## src/logic/fsc_pkg.sv

```systemverilog
package fsc_pkg;

  // Clock and timing
  localparam int CLK_KHZ = 250000;
  localparam int WD_TIME_MS = 4000;
  localparam longint WD_CYC_L = longint'(WD_TIME_MS) * longint'(CLK_KHZ);
  localparam int RX_TO_BITS = 16;
  localparam int BAUD_MIN_KBPS = 10;
  localparam int BIT_MAX_CYC = CLK_KHZ / BAUD_MIN_KBPS;
  localparam logic [19:0] RX_TO_MAX_CYC = 20'(RX_TO_BITS * BIT_MAX_CYC);
  localparam logic [15:0] BIT_LEN_RST = 16'(BIT_MAX_CYC);

  // Packet layout
  localparam logic [7:0] SYNC_BYTE = 8'h79;
  localparam logic [5:0] GEN_CALL_ID = 6'h3F;
  localparam logic [2:0] FRM_SYNC = 3'h0;
  localparam logic [2:0] FRM_ID = 3'h1;
  localparam logic [2:0] FRM_ADDR = 3'h2;
  localparam logic [2:0] FRM_DLO = 3'h3;
  localparam logic [2:0] FRM_DHI = 3'h4;
  localparam int CRC_RD_LO = 13;
  localparam int CRC_WR_LO = 0;

  // Register offsets
  localparam logic [7:0] REG_NOOP = 8'h00;
  localparam logic [7:0] REG_SOFTWARE_GO_CONTROL = 8'h01;
  localparam logic [7:0] REG_GEN_CFG = 8'h02;
  localparam logic [7:0] REG_SER_CFG = 8'h03;
  localparam logic [7:0] REG_WD_CFG = 8'h04;
  localparam logic [7:0] REG_OPEN_OVR = 8'h05;
  localparam logic [7:0] REG_GRP_A = 8'h06;
  localparam logic [7:0] REG_GRP_B = 8'h07;
  localparam logic [7:0] REG_MSK_GEN = 8'h08;
  localparam logic [7:0] REG_MSK_SW = 8'h09;
  localparam logic [7:0] REG_GENERAL_FAULT_STATUS = 8'h0A;
  localparam logic [7:0] REG_RADC = 8'h0B;
  localparam logic [7:0] REG_RES_CODE = 8'h0C;
  localparam logic [7:0] REG_STAT_SER = 8'h0D;

  // Field positions
  localparam int GEN_DIV_LSB = 2;
  localparam int WD_EN_BIT = 12;
  localparam int MSK_ACT_BIT = 12;
  localparam int MSK_SER_BIT = 6;
  localparam int MSK_WARN_BIT = 0;
  localparam int STG_SER_BIT = 6;
  localparam int STG_SHDN_BIT = 1;
  localparam int STG_WARN_BIT = 0;
  localparam int SE_WD = 8;
  localparam int SE_TO = 7;
  localparam int SE_CRC = 6;
  localparam int SE_SPERR = 5;
  localparam int SE_PPERR = 4;
  localparam int SE_SSTOP = 3;
  localparam int SE_PSTOP = 2;
  localparam int SE_PSTART = 1;

  // Reset values
  localparam logic [12:0] GEN_CFG_RST = 13'h0000;
  localparam logic [12:0] WD_CFG_RST = 13'h0000;
  localparam logic [12:0] MSK_GEN_RST = 13'h0000;
  localparam logic [5:0] SW6_RST = 6'h00;
  localparam logic [8:0] SER_ERR_RST = 9'h000;
  localparam logic [9:0] SYNC_RST = 10'h001;

  // Revision code, value arbitrary
  localparam logic [4:0] REV_ID_VAL = 5'h01;

  typedef enum logic [1:0] {
    CLK_INT_OFF = 2'h0,
    CLK_INT_OUT = 2'h1,
    CLK_EXT_IN = 2'h2
  } fsc_clk_sel_type;

  typedef enum logic [2:0] {
    RX_IDLE = 3'h0,
    RX_START = 3'h1,
    RX_DATA = 3'h3,
    RX_PAR = 3'h2,
    RX_STOP = 3'h6
  } fsc_rx_state_type;

endpackage : fsc_pkg

```

## src/logic/fsc_top.sv

```systemverilog
`timescale 1ns/1ns
// Functional notes
// [RQ1] A malformed received packet sets its error status bit and asserts the fault output.
// [RQ2] With the serial error mask set, serial errors do not assert the fault output.
// [RQ3] Serial error bits clear only on a written one; zero leaves them.
// [RQ4] With watchdog enabled, flag an error after 4 s without receive line transitions.
// [RQ5] After a start bit, a line static over 16 bit times flags a timeout.
// [RQ6] A received check code differing from the computed one flags a CRC error.
// [RQ7] Parity errors in the sync frame and payload frames are flagged separately.
// [RQ8] A frame without a high stop bit flags a stop-bit error.
// [RQ9] Thermal warning sets its flag and the fault output; switches stay untouched.
// [RQ10] Writing one clears the warning flag; a persisting warning sets it again at once.
// [RQ11] Thermal shutdown sets its flag, the fault output, and forces all switches per action bit.
// [RQ12] Switches stay frozen and fault asserted until the shutdown flag is written one.
// [RQ13] After shutdown recovery switching resumes from the state held before shutdown.
// [RQ14] Two-bit clock select picks oscillator or pin and pin direction; reset is internal, off.
// [RQ15] Software makes one device clock master and all others take the pin clock.
// [RQ16] Two-bit divider field sets the frame-rate divide ratio for either clock source.
// [RQ17] In clock output mode the pin is only pulled low, released for high.
// [RQ18] On watchdog error switches take the failsafe pattern; PWM resumes once cleared.
// [RQ19] Frames are start, eight data bits LSB first, even parity, one stop bit.
// [RQ20] Check code uses x^3+x+1 from zero over identifier, address and data bits.
// [RQ21] General serial error bit is the OR of all; fault output low while unmasked fault.
module fsc_top
  import fsc_pkg::*;
#(
  parameter int unsigned WD_CYC = 32'(WD_CYC_L)
) (
  input wire logic ref_clk,
  input wire logic rst,
  input wire logic rx_pin,
  input wire logic thermal_warning_flag_cmp,
  input wire logic thermal_shutdown_flag_cmp,
  input wire logic osc_level,
  input wire logic [5:0] dev_id_pin,
  input wire logic [5:0] pwm_sw_state,
  input wire logic [6:0] radc_status,
  input wire logic [11:0] res_code,
  output logic fault_out_n,
  output logic [5:0] sw_state,
  output logic pwm_hold,
  output logic pwm_ext_clk_sel,
  output logic [1:0] pwm_div,
  output logic clk_pin_o,
  output logic clk_pin_oe_n,
  output logic rsp_valid,
  output logic [15:0] rsp_data,
  output logic software_go_control_en
);

  logic [9:0] sync_q;
  logic rx_s;
  logic warn_s;
  logic shdn_s;
  logic osc_s;
  logic [5:0] dev_id_s;

  fsc_sync #(.W(10), .RST_VAL(SYNC_RST)) u_sync (
    .clk(ref_clk),
    .rst(rst),
    .d({dev_id_pin, osc_level, thermal_shutdown_flag_cmp, thermal_warning_flag_cmp, rx_pin}),
    .q(sync_q)
  );
  assign rx_s = sync_q[0];
  assign warn_s = sync_q[1];
  assign shdn_s = sync_q[2];
  assign osc_s = sync_q[3];
  assign dev_id_s = sync_q[9:4];

  fsc_rx_state_type rx_state_r;
  logic rx_d_r;
  logic [15:0] cnt_r;
  logic [15:0] bit_len_r;
  logic [2:0] bitn_r;
  logic [7:0] sh_r;
  logic par_r;
  logic measure_r;
  logic [19:0] idle_cnt_r;
  logic [31:0] wd_cnt_r;
  logic in_pkt_r;
  logic [2:0] fidx_r;
  logic [7:0] idf_r;
  logic [7:0] adr_r;
  logic [7:0] dlo_r;
  logic wr_stb_r;
  logic [7:0] wr_addr_r;
  logic [12:0] wr_data_r;
  logic rsp_valid_r;
  logic [15:0] rsp_data_r;
  logic [12:0] gen_r;
  logic software_go_control_r;
  logic [5:0] cid_r;
  logic [12:0] wdcfg_r;
  logic [5:0] ovr_r;
  logic [5:0] grpa_r;
  logic [5:0] grpb_r;
  logic [12:0] msk_r;
  logic [5:0] msk_sw_r;
  logic [8:0] ser_err_r;
  logic thermal_warning_flag_r;
  logic thermal_shutdown_flag_r;
  logic fault_n_r;
  logic [5:0] sw_r;
  logic hold_r;
  logic ext_sel_r;
  logic [1:0] div_r;
  logic clk_o_r;
  logic clk_oe_n_r;
  logic [15:0] rd_mux;
  logic [8:0] err_set;

  function automatic logic [2:0] fsc_crc3(input logic [28:0] v, input int lo);
    logic [2:0] c;
    logic fb;
    c = 3'h0;
    for (int i = 28; i >= 0; i--) begin
      if (i >= lo) begin
        fb = c[2] ^ v[i];
        c = {c[1], c[0] ^ fb, fb};
      end
    end
    return c;
  endfunction : fsc_crc3

  wire rx_edge = rx_d_r ^ rx_s;
  wire rx_fall = rx_d_r & ~rx_s;
  wire [15:0] half = {1'b0, bit_len_r[15:1]};
  wire bit_end = (cnt_r == bit_len_r - 16'h0001);
  wire measuring = (rx_state_r == RX_START) && measure_r;
  wire [19:0] to_lim = measuring ? RX_TO_MAX_CYC : {bit_len_r, 4'h0};
  wire to_hit = in_pkt_r && (idle_cnt_r > to_lim); // see [RQ5]
  wire start_err = (rx_state_r == RX_START) && !measure_r && (cnt_r == half) && rx_s;
  wire frame_done = (rx_state_r == RX_STOP) && (cnt_r == half);
  wire perr = ^{sh_r, par_r}; // see [RQ19]
  wire stop_bad = ~rx_s;
  wire frame_bad = perr | stop_bad;
  wire is_read = idf_r[0];
  wire is_last = (fidx_r == FRM_DHI) || ((fidx_r == FRM_DLO) && is_read);
  wire [2:0] crc_calc = is_read ? fsc_crc3({idf_r, adr_r, 13'h0000}, CRC_RD_LO) :
                        fsc_crc3({idf_r, adr_r, dlo_r, sh_r[4:0]}, CRC_WR_LO); // see [RQ20]
  wire crc_bad = frame_done && (fidx_r != FRM_SYNC) && is_last && !frame_bad &&
                 (crc_calc != sh_r[7:5]); // see [RQ6]
  wire to_me = !idf_r[7] && (idf_r[6:1] == dev_id_s);
  wire to_grp = idf_r[7] && ((idf_r[6:1] == GEN_CALL_ID) || (idf_r[6:1] == cid_r));
  wire wd_hit = wdcfg_r[WD_EN_BIT] && (wd_cnt_r == WD_CYC); // see [RQ4]
  wire w1c_gen = wr_stb_r && (wr_addr_r == REG_GENERAL_FAULT_STATUS);
  wire w1c_ser = wr_stb_r && (wr_addr_r == REG_STAT_SER);
  wire ser_any = |ser_err_r; // see [RQ21]

  // Frame receiver; bit time is learnt from the start bit of each sync frame
  always_ff @(posedge ref_clk) begin
    if (rst) begin
      rx_state_r <= RX_IDLE;
      rx_d_r <= 1'b1;
      cnt_r <= 16'h0000;
      bit_len_r <= BIT_LEN_RST;
      bitn_r <= 3'h0;
      sh_r <= 8'h00;
      par_r <= 1'b0;
      measure_r <= 1'b0;
    end else begin
      rx_d_r <= rx_s;
      if (to_hit) begin
        rx_state_r <= RX_IDLE;
      end else begin
        case (rx_state_r)
          RX_IDLE: begin
            if (rx_fall) begin
              cnt_r <= 16'h0001;
              measure_r <= !in_pkt_r;
              rx_state_r <= RX_START;
            end
          end
          RX_START: begin
            cnt_r <= cnt_r + 16'h0001;
            if (measure_r) begin
              if (rx_s) begin
                bit_len_r <= cnt_r;
                cnt_r <= 16'h0001;
                bitn_r <= 3'h0;
                rx_state_r <= RX_DATA;
              end
            end else if (start_err) begin
              rx_state_r <= RX_IDLE;
            end else if (bit_end) begin
              cnt_r <= 16'h0000;
              bitn_r <= 3'h0;
              rx_state_r <= RX_DATA;
            end
          end
          RX_DATA: begin
            cnt_r <= cnt_r + 16'h0001;
            if (cnt_r == half) begin
              sh_r <= {rx_s, sh_r[7:1]}; // see [RQ19]
            end
            if (bit_end) begin
              cnt_r <= 16'h0000;
              bitn_r <= bitn_r + 3'h1;
              if (bitn_r == 3'h7) begin
                rx_state_r <= RX_PAR;
              end
            end
          end
          RX_PAR: begin
            cnt_r <= cnt_r + 16'h0001;
            if (cnt_r == half) begin
              par_r <= rx_s;
            end
            if (bit_end) begin
              cnt_r <= 16'h0000;
              rx_state_r <= RX_STOP;
            end
          end
          RX_STOP: begin
            cnt_r <= cnt_r + 16'h0001;
            // Leave at mid stop bit so the next start edge is not missed
            if (frame_done) begin
              rx_state_r <= RX_IDLE;
            end
          end
          default: rx_state_r <= RX_IDLE;
        endcase
      end
    end
  end

  // Static-line counters for the in-packet timeout and the watchdog
  always_ff @(posedge ref_clk) begin
    if (rst || rx_edge || !in_pkt_r) begin
      idle_cnt_r <= 20'h00000;
    end else if (idle_cnt_r != 20'hFFFFF) begin
      idle_cnt_r <= idle_cnt_r + 20'h00001;
    end
  end

  always_ff @(posedge ref_clk) begin
    if (rst || rx_edge || !wdcfg_r[WD_EN_BIT]) begin
      wd_cnt_r <= 32'h00000000;
    end else if (wd_cnt_r != WD_CYC) begin
      wd_cnt_r <= wd_cnt_r + 32'h00000001; // see [RQ4]
    end
  end

  // Packet parser
  always_ff @(posedge ref_clk) begin
    if (rst) begin
      in_pkt_r <= 1'b0;
      fidx_r <= FRM_SYNC;
      idf_r <= 8'h00;
      adr_r <= 8'h00;
      dlo_r <= 8'h00;
      wr_stb_r <= 1'b0;
      wr_addr_r <= 8'h00;
      wr_data_r <= 13'h0000;
      rsp_valid_r <= 1'b0;
      rsp_data_r <= 16'h0000;
    end else begin
      wr_stb_r <= 1'b0;
      rsp_valid_r <= 1'b0;
      if (to_hit || start_err) begin
        in_pkt_r <= 1'b0;
      end else if ((rx_state_r == RX_IDLE) && rx_fall && !in_pkt_r) begin
        in_pkt_r <= 1'b1;
        fidx_r <= FRM_SYNC;
      end else if (frame_done) begin
        fidx_r <= fidx_r + 3'h1;
        if (frame_bad || ((fidx_r == FRM_SYNC) && (sh_r != SYNC_BYTE))) begin
          in_pkt_r <= 1'b0;
        end else begin
          case (fidx_r)
            FRM_ID: idf_r <= sh_r;
            FRM_ADDR: adr_r <= sh_r;
            FRM_DLO: begin
              if (!is_read) begin
                dlo_r <= sh_r;
              end
            end
            default: ;
          endcase
          if (is_last && (fidx_r != FRM_SYNC)) begin
            in_pkt_r <= 1'b0;
            if (!crc_bad) begin
              if (is_read && to_me) begin
                rsp_valid_r <= 1'b1;
                rsp_data_r <= rd_mux;
              end else if (!is_read && (to_me || to_grp)) begin
                wr_stb_r <= 1'b1;
                wr_addr_r <= adr_r;
                wr_data_r <= {sh_r[4:0], dlo_r};
              end
            end
          end
        end
      end
    end
  end

  // Configuration registers
  always_ff @(posedge ref_clk) begin
    if (rst) begin
      gen_r <= GEN_CFG_RST; // see [RQ14]
      software_go_control_r <= 1'b0;
      cid_r <= SW6_RST;
      wdcfg_r <= WD_CFG_RST;
      ovr_r <= SW6_RST;
      grpa_r <= SW6_RST;
      grpb_r <= SW6_RST;
      msk_r <= MSK_GEN_RST;
      msk_sw_r <= SW6_RST;
    end else if (wr_stb_r) begin
      case (wr_addr_r)
        REG_SOFTWARE_GO_CONTROL: software_go_control_r <= wr_data_r[0];
        REG_GEN_CFG: gen_r <= wr_data_r;
        REG_SER_CFG: cid_r <= wr_data_r[5:0];
        REG_WD_CFG: wdcfg_r <= {wr_data_r[WD_EN_BIT], 6'h00, wr_data_r[5:0]};
        REG_OPEN_OVR: ovr_r <= wr_data_r[5:0];
        REG_GRP_A: grpa_r <= wr_data_r[5:0];
        REG_GRP_B: grpb_r <= wr_data_r[5:0];
        REG_MSK_GEN: msk_r <= {wr_data_r[MSK_ACT_BIT], 5'h00, wr_data_r[6:0]};
        REG_MSK_SW: msk_sw_r <= wr_data_r[5:0];
        default: ;
      endcase
    end
  end

  always_comb begin
    rd_mux = 16'h0000;
    case (adr_r)
      REG_NOOP: rd_mux = {3'h0, REV_ID_VAL, 8'h00};
      REG_SOFTWARE_GO_CONTROL: rd_mux = {15'h0000, software_go_control_r};
      REG_GEN_CFG: rd_mux = {3'h0, gen_r};
      REG_SER_CFG: rd_mux = {10'h000, cid_r};
      REG_WD_CFG: rd_mux = {3'h0, wdcfg_r};
      REG_OPEN_OVR: rd_mux = {10'h000, ovr_r};
      REG_GRP_A: rd_mux = {10'h000, grpa_r};
      REG_GRP_B: rd_mux = {10'h000, grpb_r};
      REG_MSK_GEN: rd_mux = {3'h0, msk_r};
      REG_MSK_SW: rd_mux = {10'h000, msk_sw_r};
      REG_GENERAL_FAULT_STATUS: rd_mux = {9'h000, ser_any, 4'h0, thermal_shutdown_flag_r, thermal_warning_flag_r}; // see [RQ21]
      REG_RADC: rd_mux = {9'h000, radc_status};
      REG_RES_CODE: rd_mux = {4'h0, res_code};
      REG_STAT_SER: rd_mux = {7'h00, ser_err_r};
      default: rd_mux = 16'h0000;
    endcase
  end

  // Error events; the set term wins over a same-cycle clear
  always_comb begin
    err_set = 9'h000;
    err_set[SE_WD] = wd_hit; // see [RQ4]
    err_set[SE_TO] = to_hit; // see [RQ5]
    err_set[SE_CRC] = crc_bad; // see [RQ6]
    err_set[SE_SPERR] = frame_done && (fidx_r == FRM_SYNC) && perr; // see [RQ7]
    err_set[SE_PPERR] = frame_done && (fidx_r != FRM_SYNC) && perr; // see [RQ7]
    err_set[SE_SSTOP] = frame_done && (fidx_r == FRM_SYNC) && stop_bad; // see [RQ8]
    err_set[SE_PSTOP] = frame_done && (fidx_r != FRM_SYNC) && stop_bad; // see [RQ8]
    err_set[SE_PSTART] = start_err;
  end

  always_ff @(posedge ref_clk) begin
    if (rst) begin
      ser_err_r <= SER_ERR_RST;
    end else begin
      ser_err_r <= (ser_err_r & ~(w1c_ser ? wr_data_r[8:0] : 9'h000)) | err_set; // see [RQ1] [RQ3]
    end
  end

  always_ff @(posedge ref_clk) begin
    if (rst) begin
      thermal_warning_flag_r <= 1'b0;
      thermal_shutdown_flag_r <= 1'b0;
    end else begin
      thermal_warning_flag_r <= warn_s | (thermal_warning_flag_r & ~(w1c_gen & wr_data_r[STG_WARN_BIT])); // see [RQ9] [RQ10]
      thermal_shutdown_flag_r <= shdn_s | (thermal_shutdown_flag_r & ~(w1c_gen & wr_data_r[STG_SHDN_BIT])); // see [RQ11] [RQ12]
    end
  end

  // Fault output and switch control
  always_ff @(posedge ref_clk) begin
    if (rst) begin
      fault_n_r <= 1'b1;
    end else begin
      fault_n_r <= ~((ser_any & ~msk_r[MSK_SER_BIT]) | (thermal_warning_flag_r & ~msk_r[MSK_WARN_BIT]) |
                     thermal_shutdown_flag_r); // see [RQ2] [RQ21] [RQ12]
    end
  end

  // The PWM engine is paused rather than reset, so it resumes where it stopped
  always_ff @(posedge ref_clk) begin
    if (rst) begin
      sw_r <= SW6_RST;
      hold_r <= 1'b0;
    end else begin
      hold_r <= thermal_shutdown_flag_r; // see [RQ13]
      if (thermal_shutdown_flag_r) begin
        sw_r <= {6{msk_r[MSK_ACT_BIT]}}; // see [RQ11]
      end else if (ser_err_r[SE_WD]) begin
        sw_r <= wdcfg_r[5:0]; // see [RQ18]
      end else begin
        sw_r <= pwm_sw_state;
      end
    end
  end

  // PWM clock source, divider and shared clock pin
  always_ff @(posedge ref_clk) begin
    if (rst) begin
      ext_sel_r <= 1'b0;
      div_r <= 2'h0;
      clk_o_r <= 1'b0;
      clk_oe_n_r <= 1'b1;
    end else begin
      ext_sel_r <= (gen_r[1:0] == CLK_EXT_IN); // see [RQ14]
      div_r <= gen_r[GEN_DIV_LSB +: 2]; // see [RQ16]
      clk_o_r <= 1'b0;
      // Open drain: pull low for a low oscillator phase, release otherwise
      clk_oe_n_r <= ~((gen_r[1:0] == CLK_INT_OUT) && !osc_s); // see [RQ17]
    end
  end

  assign fault_out_n = fault_n_r;
  assign sw_state = sw_r;
  assign pwm_hold = hold_r;
  assign pwm_ext_clk_sel = ext_sel_r;
  assign pwm_div = div_r;
  assign clk_pin_o = clk_o_r;
  assign clk_pin_oe_n = clk_oe_n_r;
  assign rsp_valid = rsp_valid_r;
  assign rsp_data = rsp_data_r;
  assign software_go_control_en = software_go_control_r;

endmodule : fsc_top

```

## src/logic/fsc_sync.sv

```systemverilog
`timescale 1ns/1ns
module fsc_sync #(
  parameter int W = 1,
  parameter logic [W-1:0] RST_VAL = '0
) (
  input wire logic clk,
  input wire logic rst,
  input wire logic [W-1:0] d,
  output logic [W-1:0] q
);
  logic [W-1:0] s1_r;
  logic [W-1:0] s2_r;
  logic [W-1:0] s3_r;

  always_ff @(posedge clk) begin
    if (rst) begin
      s1_r <= RST_VAL;
      s2_r <= RST_VAL;
      s3_r <= RST_VAL;
    end else begin
      s1_r <= d;
      s2_r <= s1_r;
      s3_r <= s2_r;
    end
  end

  // A bit is accepted only once the last two stages agree
  for (genvar i = 0; i < W; i++) begin : g_bit
    always_ff @(posedge clk) begin
      if (rst) begin
        q[i] <= RST_VAL[i];
      end else if (s2_r[i] == s3_r[i]) begin
        q[i] <= s3_r[i];
      end
    end
  end

endmodule : fsc_sync

```

## config.mk

```make
export PLATFORM = sky130hd
export DESIGN_NAME = fsc_top
export DESIGN_NICKNAME = d
export VERILOG_FILES = /design/src/logic/fsc_pkg.sv /design/src/logic/fsc_top.sv /design/src/logic/fsc_sync.sv
export SDC_FILE = /design/constraint.sdc
export NUM_CORES = 1
export LEC_CHECK = 0
export ABC_AREA = 1
export BUFFER_PORTS_ARGS = -buffer_cell sky130_fd_sc_hd__buf_2
export CORE_MARGIN = 8
export CORE_UTILIZATION = 55
export DETAILED_ROUTE_END_ITERATION = 8
export PLACE_DENSITY = 0.73
export SLEW_MARGIN = 0
export SYNTH_ARGS = -nofsm -noshare
export SYNTH_HDL_FRONTEND = slang
export SYNTH_SLANG_ARGS = --single-unit
```

## constraint.sdc

```tcl
create_clock -name ref_clk -period 4.3 [get_ports ref_clk]
set_clock_uncertainty 0.05 [all_clocks]
set_input_delay 0.86 -clock ref_clk [delete_from_list [all_inputs] [get_ports ref_clk]]
set_output_delay 0.86 -clock ref_clk [all_outputs]
set_load 0.1 [all_outputs]
```

==> results by stage <==
Outcome:
- The flow ran to the end, and the final reports show no timing, DRC or antenna violations.

Layout:
- The net total in the final layout is approximately 2.1k.
- The layout overhead on the synthesized area is 12.2%.
- Of the cells placed in the final design, the portion with a size suffix greater than 1 is 0.0927.
- Leaving out fill and tap cells, the most frequent cells in the layout are sky130_fd_sc_hd__nand2_1 (334), sky130_fd_sc_hd__dfxtp_1 (280), sky130_fd_sc_hd__inv_1 (253).
- The most frequent standard cell in the layout excluding fill and tap cells is sky130_fd_sc_hd__nand2_1.
- With fillers left out, the area of the finished cells amounts to 15800 µm².
- The finished layout holds 2380 standard cells, fillers aside.
- At the end of the flow the core is filled with cells to 0.628.

Run:
- Max-cap violations in this run came to 0.

Clock tree:
- Clock-pin slew was measured on the worst setup and hold paths at ~0.06 ns.
- The count of hold buffers inserted by post-cts repair is 0.
- The buffer levels on the longest clock path is 3.
- The TritonCTS clock tree is yes.
- The tree is rooted in a sky130_fd_sc_hd__clkbuf_16.
- Clock latency on the worst-skew pair, taken at its later pin, is approximately 0.57 ns.
- The tree built by TritonCTS fans out to about 290 sinks.
- In this run, CTS created clock tree buffers numbering 30.
- CTS built an H-tree with a depth of 1.

Worst setup path:
- The kind of capture point of the worst setup path is a register.
- The largest fanout on the critical path is 21.
- The critical path class is reg -> reg.
- STA classifies the critical path startpoint as a register.
- STA puts the critical path data arrival time at 4.42 ns.
- The required arrival time at the worst endpoint is 4.75 ns.

Floorplan:
- The overall die width is 176 µm.
- Row generation in the floorplan step produced 58 rows.
- From bottom edge to top edge, the die measures 176 µm.
- The floorplan step defined a die boundary enclosing 30900 µm².
- The initial utilization of the core area, before any placement, comes to 0.560.
- The number of placed I/O pins is 68.
- The core region is 25100 µm².

Synth:
- Yosys mapped the design onto 51 distinct sky130hd cell types.
- Counting flops with an async set or reset pin after synthesis yields a share of 0.
- Of the post-synthesis cell area, the dominant cell type holds 0.409.
- The cell area that synthesis handed to floorplanning was 14100 µm².
- The share of the Yosys chip area taken by registers is 0.409.
- The predominant post-synthesis flop cell is sky130_fd_sc_hd__dfxtp_1.
- Counting flops and latches in the post-synthesis netlist gives 287.
- The number of enable-type register cells in the synthesized netlist is 0.
- sky130_fd_sc_hd__dfxtp_1 takes more of the synthesized area than any other cell.
- The gate count after technology mapping is 1983.
- The average cell area after synthesis is 7.09 µm².
- Yosys attributes the largest share of cell area to sky130_fd_sc_hd__dfxtp_1 (41%), sky130_fd_sc_hd__nand2_1 (9.0%), sky130_fd_sc_hd__inv_1 (6.8%).
- During synthesis, Yosys emitted a total of 0 warnings.

Place:
- The number of placed instances, taps included is 2319.
- The placed instances occupy a cell area of roughly 15000 µm².
- The post-detailed-placement half-perimeter wirelength is 26900 µm.
- Timing analysis after detailed placement gives a worst setup slack of 0.151 ns.
- The count of input and output buffers is 63.
- Routability-driven placement finished with a final weighted congestion of 0.979.

Worst hold path:
- The type of the worst min-delay path is reg -> reg.

Drt:
- The aggregate routed wire length is roughly 38000 µm.
- The detail route stage leaves a number of antenna-violating nets equal to 0.
- For this run, design rule violations remaining after detail routing come to 0.
- The detailed router placed around 13k vias in this run.
- For this block, the initial DRC count from the detailed router was 1308.
- Dividing the detail-routed via count by the number of cells gives 5.50.
- The first TritonRoute pass finished after 5 iterations.
- In the final routed layout, each cell accounts on average for approximately 16 µm.

GRT:
- The leftover overflow at the end of global routing is 0.
- The number of antenna violations at the first check in global routing came to 1.
- Across every metal layer, demand over resource in global routing totals 0.234.
- Entering global routing, the biggest net connects roughly 110 pins.
- The number of global-route vias before repair is between 10k and 15k.
- The first-pass GRT wire length is 60500 µm.

STA:
- The number of max-slew violations in the final report is 0.
- The final critical-path setup slack is approximately 0.34 ns.
- For the pin with the worst max-slew slack, the measured transition is ~1.2 ns.
- In this run the tightest slew margin relative to its limit is 0.202.
- The number of hold violations in the final report was 0.
- The maximum clock frequency is 252 MHz.
- The count of endpoints failing setup in the final report is 0.
- The clock period could shrink to 3.96 ns.
- In the finished design, the share of the clock period the worst path needs comes to 0.921.

Pwr:
- The maximum vdd drop is 0.286 mV.
- The analysis attributes to cell leakage a power of 6.55 nW.
- In this run the power density over the cells is around 350 nW/µm².
- The design draws 5.45 mW.
-- critical path, stage by stage, from the launching register on --
cell and delay, ns:
sky130_fd_sc_hd__dfxtp_1 0.36, sky130_fd_sc_hd__inv_1 0.08, sky130_fd_sc_hd__nor2_1 0.11, sky130_fd_sc_hd__inv_1 0.09
sky130_fd_sc_hd__nor2_2 0.15, sky130_fd_sc_hd__inv_1 0.08, sky130_fd_sc_hd__nor2_2 0.18, sky130_fd_sc_hd__buf_4 0.18
sky130_fd_sc_hd__nor2_1 0.04, sky130_fd_sc_hd__ha_1 0.27, sky130_fd_sc_hd__nand2_1 0.07, sky130_fd_sc_hd__inv_1 0.07
sky130_fd_sc_hd__nand3_1 0.07, sky130_fd_sc_hd__nor3_1 0.21, sky130_fd_sc_hd__a31oi_1 0.13, sky130_fd_sc_hd__nand2_1 0.12
sky130_fd_sc_hd__inv_1 0.06, sky130_fd_sc_hd__nor2_1 0.15, sky130_fd_sc_hd__inv_1 0.09, sky130_fd_sc_hd__nor3_1 0.21
sky130_fd_sc_hd__nand2_1 0.17, sky130_fd_sc_hd__a311oi_4 0.31, sky130_fd_sc_hd__buf_4 0.23, sky130_fd_sc_hd__nand2_4 0.17
sky130_fd_sc_hd__nand2_1 0.10, sky130_fd_sc_hd__nand2_1 0.06, sky130_fd_sc_hd__nor2_1 0.09
-- flip-flops by register name, summed over array words and instances (netlist names), 13 cells and up --
register / flops
wd_cnt_r: 32
idle_cnt_r: 20
bit_len_r: 16
cnt_r: 16
gen_r: 13
rsp_data: 13
wr_data_r: 13
-- final cells by class --
| type | instances | area, µm² |
|---|---|---|
| Clock buffer | 48 | 908 |
| Timing Repair Buffer | 85 | 495 |
| Inverter | 271 | 1020 |
| Fill cell | 2298 | 9340 |
| Sequential cell | 287 | 5750 |
| Tap cell | 330 | 413 |
| Multi-Input combinational cell | 1350 | 7070 |
| Antenna cell | 1 | 2.50 |
| Clock inverter | 8 | 104 |
-- worst paths after layout --
| kind | start | to | slack (ns) | cells past startpoint |
|---|---|---|---|---|
| worst max-delay path | rx_state_r[0] | wr_data_r[5] | 0.34 | 26 |
| worst min-delay path | u_sync.s1_r[7] | u_sync.s2_r[7] | 0.35 | 2 |
| worst max register to register | rx_state_r[0] | wr_data_r[5] | 0.34 | 26 |
| worst min register to register | u_sync.s1_r[7] | u_sync.s2_r[7] | 0.35 | 2 |
-- power by group --
part / internal [mW] / switching, mW
Sequential: 2.67 / 0.00523
Combinational: 0.0293 / 0.100
Clock: 1.56 / 1.08
Total: 4.26 / 1.18
-- stage by stage --
| stage | setup TNS [ns] | hold WS [ns] |
|---|---|---|
| floorplan | 0 | 0.338 |
| global placement | 0 | 0.339 |
| detailed placement | 0 | 0.345 |
| CTS | 0 | 0.354 |
| global route | -0.180 | 0.374 |
| finish | 0 | 0.353 |
-- synthesized netlist by cell type, types with 4 or more instances --
cell type / count
sky130_fd_sc_hd__o21a_1: 4
sky130_fd_sc_hd__o21ai_0: 126
sky130_fd_sc_hd__buf_4: 4
sky130_fd_sc_hd__nand2_2: 11
sky130_fd_sc_hd__ha_1: 30
sky130_fd_sc_hd__or2_2: 10
sky130_fd_sc_hd__a21oi_1: 169
sky130_fd_sc_hd__a311oi_1: 4
sky130_fd_sc_hd__a211oi_1: 44
sky130_fd_sc_hd__clkbuf_1: 64
sky130_fd_sc_hd__o211ai_1: 11
sky130_fd_sc_hd__xnor2_1: 23
sky130_fd_sc_hd__nand4_1: 20
sky130_fd_sc_hd__nor2_1: 248
sky130_fd_sc_hd__a32o_1: 4
sky130_fd_sc_hd__a221oi_1: 15
sky130_fd_sc_hd__o22ai_1: 5
sky130_fd_sc_hd__dfxtp_1: 287
sky130_fd_sc_hd__nor4_1: 14
sky130_fd_sc_hd__nand2_1: 336
sky130_fd_sc_hd__inv_2: 6
sky130_fd_sc_hd__nor3_1: 68
sky130_fd_sc_hd__xor2_1: 37
sky130_fd_sc_hd__buf_2: 7
sky130_fd_sc_hd__nand3_1: 111
sky130_fd_sc_hd__nand3b_1: 5
sky130_fd_sc_hd__a31oi_1: 8
sky130_fd_sc_hd__a22oi_1: 7
sky130_fd_sc_hd__nand3_2: 4
sky130_fd_sc_hd__inv_1: 255
sky130_fd_sc_hd__clkinv_1: 10
-- cell families after synthesis --
| kind of cell | count (synthesis) | synth area share |
|---|---|---|
| xor gates and xnor gates | 62 | 0.0406 |
| adders and majority gates | 30 | 0.0267 |
| and+or+nand+nor | 835 | 0.254 |
| DFF | 287 | 0.409 |
| AOI/OAI and AO/OA | 416 | 0.172 |
| buffers and inverters | 352 | 0.0973 |
| other | 1 | 0.000267 |
-- timing repair --
item / CTS / global route
setup endpoints to repair: 0 / 62
buffers inserted: 0 / 1
gates resized for setup: 0 / 27
-- layer usage --
layer | track usage | wire length [µm] | part of all wire | vias up
li1 | - | - | - | 6619
met4 | 0.0593 | 805 | 0.021 | 0
met1 | 0.342 | 17700 | 0.47 | 5909
met5 | 0 | 0 | 0 | -
met3 | 0.0376 | 3210 | 0.085 | 71
met2 | 0.353 | 15900 | 0.42 | 488
Note: power is estimated with default switching activity, not from simulation.
